`src/ccl_cfg.svh`:
```
`ifndef CCL_CFG_SVH
`define CCL_CFG_SVH

// Register indices; the APB byte address is four times the index
`define CCL_IDX_CONV_CTRL_B     10'h07b
`define CCL_IDX_CTRL_STATUS     10'h050
`define CCL_IDX_PIN_IN_DISABLE  10'h07f

// converter_ctrl_b fields
`define CCL_CB_MUX_EN           6
`define CCL_CB_SEL_HI           3
`define CCL_CB_TRIG_HI          2
`define CCL_CB_TRIG_LO          0

// comparator_ctrl_status fields
`define CCL_CS_DISABLE          7
`define CCL_CS_BANDGAP          6
`define CCL_CS_RESULT           5
`define CCL_CS_FLAG             4
`define CCL_CS_IRQ_EN           3
`define CCL_CS_CAPTURE          2
`define CCL_CS_MODE_HI          1
`define CCL_CS_MODE_LO          0

// comparator_pin_input_disable fields
`define CCL_PD_NEG              1
`define CCL_PD_POS              0

// Reset values
`define CCL_CB_RESET            8'h00
`define CCL_PD_RESET            2'h0
`define CCL_WORD_ZERO           32'h0000_0000

`endif

```
`src/ccl_pkg.sv`:
```
`default_nettype none
`include "ccl_cfg.svh"

package ccl_pkg;

	typedef enum logic [1:0] {
		CCL_MODE_TOGGLE = 2'b00,
		CCL_MODE_RSVD   = 2'b01,
		CCL_MODE_FALL   = 2'b10,
		CCL_MODE_RISE   = 2'b11
	} ccl_mode_e;

	// Negative comparator input selection handed to the analog mux
	typedef struct packed {
		logic       use_mux;
		logic [3:0] channel;
	} ccl_neg_sel_s;

	// Writable and hardware-set control state of comparator_ctrl_status
	typedef struct packed {
		logic      comparator_disable;
		logic      bandgap_select;
		logic      comparator_irq_flag;
		logic      comparator_irq_enable;
		logic      capture_route_enable;
		ccl_mode_e irq_mode;
	} ccl_ctrl_s;

	// converter_ctrl_b stored fields
	typedef struct packed {
		logic       negative_mux_enable;
		logic       neg_select_high;
		logic [2:0] trigger_src;
	} ccl_conv_b_s;

endpackage : ccl_pkg

`default_nettype wire
```
`src/ccl_comparator_ctrl.sv`:
```
// Chosen here: the APB interface to the registers.
`default_nettype none
`include "ccl_cfg.svh"

module ccl_comparator_ctrl (
	input  wire logic                  clk_i,
	input  wire logic                  nrst_i,
	// APB slave
	input  wire logic                  psel_i,
	input  wire logic                  penable_i,
	input  wire logic                  pwrite_i,
	input  wire logic [11:0]           paddr_i,
	input  wire logic [31:0]           pwdata_i,
	input  wire logic [3:0]            pstrb_i,
	output logic      [31:0]           prdata_o,
	output logic                       pready_o,
	output logic                       pslverr_o,
	// Analog comparator core
	input  wire logic                  cmp_raw_i,
	output logic                       comparator_disable_o,
	output logic                       bandgap_select_o,
	output ccl_pkg::ccl_neg_sel_s      neg_sel_o,
	// Converter side, same clock
	input  wire logic                  converter_enable_i,
	input  wire logic [2:0]            neg_select_low_i,
	output logic      [2:0]            trigger_src_o,
	// Processor core, same clock
	input  wire logic                  global_irq_enable_i,
	input  wire logic                  irq_vector_ack_i,
	output logic                       irq_o,
	// Timer capture front end
	output logic                       capture_o,
	// Comparator pins, digital path
	input  wire logic                  positive_pin_i,
	input  wire logic                  negative_pin_i,
	output logic                       pos_pin_buffer_off_o,
	output logic                       neg_pin_buffer_off_o,
	output logic                       positive_pin_o,
	output logic                       negative_pin_o
);
	import ccl_pkg::*;

	// Synchronisers and edge history
	logic        cmp_meta;
	logic        cmp_result;
	logic        cmp_prev;
	logic        pos_meta;
	logic        pos_sync;
	logic        neg_meta;
	logic        neg_sync;
	logic        next_cmp_meta;
	logic        next_cmp_result;
	logic        next_cmp_prev;
	logic        next_pos_meta;
	logic        next_pos_sync;
	logic        next_neg_meta;
	logic        next_neg_sync;

	// Register state
	ccl_ctrl_s   ctrl;
	ccl_ctrl_s   next_ctrl;
	ccl_conv_b_s conv_b;
	ccl_conv_b_s next_conv_b;
	logic [1:0]  pin_dis;
	logic [1:0]  next_pin_dis;

	// Bus outputs
	logic [31:0] next_prdata;
	logic        next_pready;
	logic        next_pslverr;

	// Outputs to the outside world
	logic        next_irq;
	logic        next_capture;
	logic        next_positive_pin;
	logic        next_negative_pin;
	ccl_neg_sel_s next_neg_sel;

	// Decode helpers
	logic        hit_cb;
	logic        hit_cs;
	logic        hit_pd;
	logic        mapped;
	logic        commit;
	logic        wr_lane0;
	logic        event_hit;
	logic        flag_clear;
	logic [7:0]  cs_read;
	logic [7:0]  cb_read;

	// ---------------------------------------------------------------
	// Synchronisers: first stage feeds only the second
	// ---------------------------------------------------------------
	always_comb begin
		next_cmp_meta   = cmp_raw_i;
		next_cmp_result = cmp_meta;
		next_cmp_prev   = cmp_result;
		next_pos_meta   = positive_pin_i;
		next_pos_sync   = pos_meta;
		next_neg_meta   = negative_pin_i;
		next_neg_sync   = neg_meta;
	end

	always_ff @(posedge clk_i or negedge nrst_i) begin
		if (!nrst_i) begin
			cmp_meta   <= 1'b0;
			cmp_result <= 1'b0;
			cmp_prev   <= 1'b0;
			pos_meta   <= 1'b0;
			pos_sync   <= 1'b0;
			neg_meta   <= 1'b0;
			neg_sync   <= 1'b0;
		end else begin
			cmp_meta   <= next_cmp_meta;
			cmp_result <= next_cmp_result;
			cmp_prev   <= next_cmp_prev;
			pos_meta   <= next_pos_meta;
			pos_sync   <= next_pos_sync;
			neg_meta   <= next_neg_meta;
			neg_sync   <= next_neg_sync;
		end
	end

	// ---------------------------------------------------------------
	// APB decode. One wait state: pready rises in the second access
	// cycle so prdata can come straight from a flop.
	// ---------------------------------------------------------------
	always_comb begin
		hit_cb   = (paddr_i[11:2] == `CCL_IDX_CONV_CTRL_B);
		hit_cs   = (paddr_i[11:2] == `CCL_IDX_CTRL_STATUS);
		hit_pd   = (paddr_i[11:2] == `CCL_IDX_PIN_IN_DISABLE);
		mapped   = (hit_cb | hit_cs | hit_pd) & (paddr_i[1:0] == 2'h0);
		commit   = psel_i & penable_i & pready_o;
		wr_lane0 = commit & pwrite_i & pstrb_i[0] & mapped;
	end

	// Event selection from the synchronised result
	always_comb begin
		unique case (ctrl.irq_mode)
			CCL_MODE_TOGGLE: event_hit = cmp_result ^ cmp_prev;
			CCL_MODE_RSVD:   event_hit = 1'b0;
			CCL_MODE_FALL:   event_hit = cmp_prev & ~cmp_result;
			CCL_MODE_RISE:   event_hit = ~cmp_prev & cmp_result;
		endcase
	end

	// Read views; reserved bits read zero
	always_comb begin
		cs_read = 8'h00;
		cs_read[`CCL_CS_DISABLE] = ctrl.comparator_disable;
		cs_read[`CCL_CS_BANDGAP] = ctrl.bandgap_select;
		cs_read[`CCL_CS_RESULT]  = cmp_result;
		cs_read[`CCL_CS_FLAG]    = ctrl.comparator_irq_flag;
		cs_read[`CCL_CS_IRQ_EN]  = ctrl.comparator_irq_enable;
		cs_read[`CCL_CS_CAPTURE] = ctrl.capture_route_enable;
		cs_read[`CCL_CS_MODE_HI:`CCL_CS_MODE_LO] = ctrl.irq_mode;
		cb_read = 8'h00;
		cb_read[`CCL_CB_MUX_EN] = conv_b.negative_mux_enable;
		cb_read[`CCL_CB_SEL_HI] = conv_b.neg_select_high;
		cb_read[`CCL_CB_TRIG_HI:`CCL_CB_TRIG_LO] = conv_b.trigger_src;
	end

	// ---------------------------------------------------------------
	// Register next values
	// ---------------------------------------------------------------
	always_comb begin
		next_ctrl    = ctrl;
		next_conv_b  = conv_b;
		next_pin_dis = pin_dis;
		flag_clear   = irq_vector_ack_i;
		if (wr_lane0 && hit_cs) begin
			next_ctrl.comparator_disable    = pwdata_i[`CCL_CS_DISABLE];
			next_ctrl.bandgap_select        = pwdata_i[`CCL_CS_BANDGAP];
			next_ctrl.comparator_irq_enable = pwdata_i[`CCL_CS_IRQ_EN];
			next_ctrl.capture_route_enable  = pwdata_i[`CCL_CS_CAPTURE];
			next_ctrl.irq_mode = ccl_mode_e'(pwdata_i[`CCL_CS_MODE_HI:`CCL_CS_MODE_LO]);
			if (pwdata_i[`CCL_CS_FLAG]) begin
				flag_clear = 1'b1;
			end
		end
		if (wr_lane0 && hit_cb) begin
			next_conv_b.negative_mux_enable = pwdata_i[`CCL_CB_MUX_EN];
			next_conv_b.neg_select_high     = pwdata_i[`CCL_CB_SEL_HI];
			next_conv_b.trigger_src = pwdata_i[`CCL_CB_TRIG_HI:`CCL_CB_TRIG_LO];
		end
		if (wr_lane0 && hit_pd) begin
			next_pin_dis = pwdata_i[`CCL_PD_NEG:`CCL_PD_POS];
		end
		// A new event outranks a clear in the same cycle so none is lost
		if (event_hit) begin
			next_ctrl.comparator_irq_flag = 1'b1;
		end else if (flag_clear) begin
			next_ctrl.comparator_irq_flag = 1'b0;
		end
	end

	// Bus response next values
	always_comb begin
		next_pready  = psel_i & penable_i & ~pready_o;
		next_prdata  = `CCL_WORD_ZERO;
		next_pslverr = 1'b0;
		if (next_pready) begin
			next_pslverr = ~mapped;
			if (!pwrite_i && mapped) begin
				if (hit_cs) begin
					next_prdata[7:0] = cs_read;
				end else if (hit_cb) begin
					next_prdata[7:0] = cb_read;
				end else begin
					next_prdata[1:0] = pin_dis;
				end
			end
		end
	end

	// Outward control next values
	always_comb begin
		next_irq = ctrl.comparator_irq_flag & ctrl.comparator_irq_enable
			& global_irq_enable_i;
		// Converter must be off because its mux is borrowed
		next_neg_sel.use_mux = conv_b.negative_mux_enable & ~converter_enable_i;
		next_neg_sel.channel = next_neg_sel.use_mux ?
			{conv_b.neg_select_high, neg_select_low_i} : 4'h0;
		next_capture      = ctrl.capture_route_enable & cmp_result;
		next_positive_pin = pos_sync & ~pin_dis[`CCL_PD_POS];
		next_negative_pin = neg_sync & ~pin_dis[`CCL_PD_NEG];
	end

	always_ff @(posedge clk_i or negedge nrst_i) begin
		if (!nrst_i) begin
			ctrl                 <= '{default: '0, irq_mode: CCL_MODE_TOGGLE};
			conv_b               <= ccl_conv_b_s'(5'(`CCL_CB_RESET));
			pin_dis              <= `CCL_PD_RESET;
			prdata_o             <= `CCL_WORD_ZERO;
			pready_o             <= 1'b0;
			pslverr_o            <= 1'b0;
			irq_o                <= 1'b0;
			capture_o            <= 1'b0;
			neg_sel_o            <= '0;
			comparator_disable_o <= 1'b0;
			bandgap_select_o     <= 1'b0;
			trigger_src_o        <= 3'h0;
			pos_pin_buffer_off_o <= 1'b0;
			neg_pin_buffer_off_o <= 1'b0;
			positive_pin_o       <= 1'b0;
			negative_pin_o       <= 1'b0;
		end else begin
			ctrl                 <= next_ctrl;
			conv_b               <= next_conv_b;
			pin_dis              <= next_pin_dis;
			prdata_o             <= next_prdata;
			pready_o             <= next_pready;
			pslverr_o            <= next_pslverr;
			irq_o                <= next_irq;
			capture_o            <= next_capture;
			neg_sel_o            <= next_neg_sel;
			comparator_disable_o <= ctrl.comparator_disable;
			bandgap_select_o     <= ctrl.bandgap_select;
			trigger_src_o        <= conv_b.trigger_src;
			pos_pin_buffer_off_o <= pin_dis[`CCL_PD_POS];
			neg_pin_buffer_off_o <= pin_dis[`CCL_PD_NEG];
			positive_pin_o       <= next_positive_pin;
			negative_pin_o       <= next_negative_pin;
		end
	end

endmodule : ccl_comparator_ctrl

`default_nettype wire

```
`config.mk`:
```
export PLATFORM = sky130hd
export DESIGN_NAME = ccl_comparator_ctrl
export DESIGN_NICKNAME = d
export VERILOG_FILES = /design/src/ccl_pkg.sv /design/src/ccl_comparator_ctrl.sv
export VERILOG_INCLUDE_DIRS = /design/src
export SDC_FILE = /design/constraint.sdc
export NUM_CORES = 1
export LEC_CHECK = 0
export BUFFER_PORTS_ARGS = -buffer_cell sky130_fd_sc_hd__buf_2
export CAP_MARGIN = 20
export CORE_UTILIZATION = 43
export DETAILED_ROUTE_END_ITERATION = 6
export HOLD_SLACK_MARGIN = 0.03
export PLACE_DENSITY = 0.79
export SYNTH_ARGS = -nofsm -noshare
export SYNTH_HDL_FRONTEND = slang
export SYNTH_SLANG_ARGS = --single-unit
```
`constraint.sdc`:
```
create_clock -name clk_i -period 1.7 [get_ports clk_i]
set_input_delay 0.34 -clock clk_i [delete_from_list [all_inputs] [get_ports clk_i]]
set_output_delay 0.34 -clock clk_i [all_outputs]
set_load 0.03 [all_outputs]
```
# Word level (Yosys, flattened, before mapping)
# Cells that the tools add are included.
# word_totals
ff_bits	47
out_inout_bits	50
elab_cells	82
# classes
n_eq_ne	6
muxes	12
bitwise_logic	25
reduce_logical	8
# op_table
operator	count
equality test 10 x 7 -> 1 bit, second input constant	3
two-way mux 8 bit	3
bitwise AND 1 bit	15
NOT 1 bit	7
two-way mux 1 bit	5
two-way mux 5 bit	1
equality test 2 bit, second input constant	2
logical AND 1 bit	4
zero test 2 bit	2
two-way mux 4 bit	1
case mux 1 bit (4 select lines)	1
equality test 2 x 1 -> 1 bit, second input constant	1
two-way mux 2 bit	1
OR 1 bit	2
nonzero test 2 bit	1
zero test 1 bit	1
bitwise XOR 1 bit	1

# Longest topological paths before layout
# logic_depth
word_depth	9
depth_mapped	6

# Worst setup path after synthesis
# No wires, ideal clock.
# synth_timing
path_kind	input to register
start	input port paddr_i[9]
end	register pin_dis[0]
setup_ns	0.125
arrival_ns	1.610
t_required_ns	1.575
setup_slack_ns	-0.035
cell_stages	4
path_buffers	0
cell_sequence	nand4bb_2 -> nor4_4 -> nor3b_2 -> mux2_2
# synth_between
elab_chain_cells	6
# synth_lines
element	line	text
start: declaration	ccl_comparator_ctrl.sv:12	input wire logic [11:0] paddr_i,
equality test 10 x 7 -> 1 bit (no source line)	-	
OR 1 bit (2 in a row)	ccl_comparator_ctrl.sv:132	mapped = (hit_cb | hit_cs | hit_pd) & (paddr_i[1:0] == 2'h0);
bitwise AND 1 bit	ccl_comparator_ctrl.sv:132	
bitwise AND 1 bit	ccl_comparator_ctrl.sv:134	wr_lane0 = commit & pwrite_i & pstrb_i[0] & mapped;
logical AND 1 bit (*)	ccl_comparator_ctrl.sv:186	if (wr_lane0 && hit_pd) begin
end signal: assignment	ccl_comparator_ctrl.sv:233	pin_dis <= `CCL_PD_RESET;
end signal: assignment	ccl_comparator_ctrl.sv:250	pin_dis <= next_pin_dis;
end: declaration	ccl_comparator_ctrl.sv:64	logic [1:0] pin_dis;
# Mark *: on every way between the ends. The rest lies on a longest branch, timed or not.
# A chain may end at the register's enable or synchronous reset.

# Worst setup path after layout
# layout_timing
start	register pready_o
end	register ctrl, in the netlist cs_read[0]
# layout_between
elab_chain_cells	5
# layout_lines
element	line	text
start: declaration	ccl_comparator_ctrl.sv:16	output logic pready_o,
start signal: assignment	ccl_comparator_ctrl.sv:252	pready_o <= next_pready;
bitwise AND 1 bit	ccl_comparator_ctrl.sv:133	commit = psel_i & penable_i & pready_o;
bitwise AND 1 bit (3 in a row)	ccl_comparator_ctrl.sv:134	
logical AND 1 bit	ccl_comparator_ctrl.sv:171	if (wr_lane0 && hit_cs) begin
end signal: assignment	ccl_comparator_ctrl.sv:248	ctrl <= next_ctrl;
end: declaration	ccl_comparator_ctrl.sv:60	ccl_ctrl_s ctrl;
# Every way passes these cells.

==> results.cfg <==
[cts]
cts.path.max_buffers = 2
clk_latency_ns = 0.29
clock-sinks = 47
postCtsSetupBuffers = 0
htreeDepth = 2
cts_tree = built
clk_pin_slew_ns = 0.08
cts_root_buf = clkbuf_8
cts_buffers = 5

[synthesis]
synth_edf_count = 0
synth_warnings = 0
synthMostInstantiatedCell = dfrtp_1
synth_commonest_cells = dfrtp_1, buf_4, mux2_2
syn_area_per_cell_um2 = 13.4
syn-instance-count = 143
synth_top_area_share_pct = 61.2
ys_types = 32
async_reset_ff_share_pct = 100
yosysSeqAreaShare_pct = 61.2
yosys.area.top_type = dfrtp_1
syn_area_um2 = 1920
yosys-top-cells-area = dfrtp_1, buf_4, mux2_2
synth_ff_type = dfrtp_1
synth-seq-cells = 47

[sta]
final.setup.worst_slack_ns = 0.125
fmax_ghz = 0.635
setup_viol = 0
timing.hold.ws_ns = 0.145
hold_viol = 0
fin_tns_setup_ns = 0
post-route-min-period_ns = 1.58
maxSlewViolCount = 0
clock-skew-final_ns = 0.00220
grt_setup_unrepaired = no
min_period_over_period_pct = 92.7

[critical_path]
r2r-start = pready_o
startpoint_type = flip-flop
setup.worst_path.end_class = flip-flop
critPathArrivalTime_ns = 1.76
crit_type = flip-flop to flip-flop
startpoint = pready_o
required_ns = 1.88
crit_fanout = 6

[finish]
diodes = 0
final_area_um2 = 2380
syn2layout_area_growth_pct = 24.0
drive_gt1_share_pct = 44.1
layout.nets = 285

[detailed_routing]
met3_length_um = 260
remaining_drc_errors = 0
vias_per_cell = 4.68
drtPass1Iterations = 4
postRouteAntennaNets = 0
wl_per_cell_um = 12.2
drt_iter0_drc = 45
route.top_layer_used = met4
vias = 1273
wl_met1_um = 1340
wl_um = 3310
wl_met2_um = 1630

[die]
die-area_um2 = 4740
ios = 112
die_w_um = 68.9
rows = 23
die_y_um = 68.9
core_area_um2 = 4140
start_util_pct = 46.4

[placement]
gp_congestion = 0.799
portBuffers = 59
dpl_cell_area_um2 = 2290
dp_slack_ns = -0.146
hpwl_um = 2600

[min_path]
min-delay-start = positive_pin_i
holdCritPathClass = input port to flip-flop

[power]
p_leak_nw = 1.31
powerDensity_nw_per_um2 = 829
vdd_drop_max_mv = 0.339

[job]
maxCapViolCount = 0

[global_routing]
antenna_found_initial = 0
grt_pass1_vias = 1217
grt-ovfl-total = 0
grt_usage_pct = 16.0
grt_start_max_net_pins = 21
grt_pass1_wl_um = 5390

[status]
status = finished, final reports clean
-- timing repair --
action / in CTS / in global routing
endpoints found under the setup margin: 0 / 0
gates resized for setup: 0 / 0
endpoints found under the hold margin: 14 / 0
hold buffers: 1 / 0
-- final cells by class --
class	instances	area, um2
flip-flops and latches	47	1180
inverters	5	18.8
multi-input cells	90	644
repair buffers	72	395
fillers	353	1760
clock buffers	6	72.6
clock inverters	2	12.5
well taps	50	62.6
-- path summary, 6_finish.rpt --
check | to | slack [ns] | cells past startpoint
worst max register to register | cs_read[0] | 0.12 | 6
worst max-delay path | cs_read[0] | 0.12 | 6
max in group asynchronous | prdata_o[0] | 0.65 | 3
min in group asynchronous | prdata_o[7] | 0.49 | 2
worst min-delay path | next_pos_sync | 0.14 | 1
worst min register to register | cmp_result | 0.35 | 0
-- cells in the final DEF, fill, tap and decap left out, types with 2 or more instances in the layout --
cell / instances
and2_1: 8
nand4_1: 2
ha_1: 2
nand2_1: 2
a211oi_1: 2
a22oi_1: 3
and3_1: 2
mux2_2: 12
conb_1: 24
mux2i_1: 2
buf_2: 59
nor2_1: 8
inv_1: 5
nor2b_1: 5
clkbuf_8: 5
dfrtp_1: 47
nor4_4: 2
buf_4: 12
-- stage by stage --
step,instances,utilization (%),power (mW)
global route,272,57.5,2.07
finish,272,57.5,1.98
global placement,263,55.2,1.36
CTS,272,57.5,2.00
detailed placement,263,55.2,1.36
floorplan,166,-,1.31
-- power by group --
| part | switching [mW] | leakage (nW) | internal, mW |
|---|---|---|---|
| clock network | 0.352 | 0.0412 | 0.287 |
| registers | 0.00730 | 0.631 | 1.13 |
| logic | 0.141 | 0.641 | 0.0562 |
| total | 0.500 | 1.31 | 1.48 |
-- critical path, stage by stage, from the launching register on --
cell,delay (ns)
dfrtp_1,0.38
nand4_1,0.14
nor4_4,0.25
buf_4,0.15
buf_4,0.11
nand2_2,0.13
mux2_2,0.31
-- state kept, by name (all words and copies together), names as in the netlist, 2 cells and up --
| name | cells |
|---|---|
| prdata_o | 8 |
| pin_dis | 2 |
| cs_read | 7 |
| neg_sel_o | 5 |
| cb_read | 5 |
| trigger_src_o | 3 |
-- metal layers --
layer,vias to the layer above,track usage (%)
li1,592,-
met1,620,18.4
met2,54,26.0
met3,7,5.43
met4,0,9.18
met5,-,0
-- logic make-up after synthesis --
logic type | count (synthesis) | share of synthesized area, %
flip-flops | 47 | 61.2
AND/OR/NAND/NOR | 39 | 14.5
buffers and inverters | 29 | 10.4
multiplexers | 15 | 8.66
AO/OA/AOI/OAI | 10 | 3.78
adder cells (fa/ha/maj) | 2 | 1.30
other | 1 | 0.195
(Power assumes the default switching activity.)
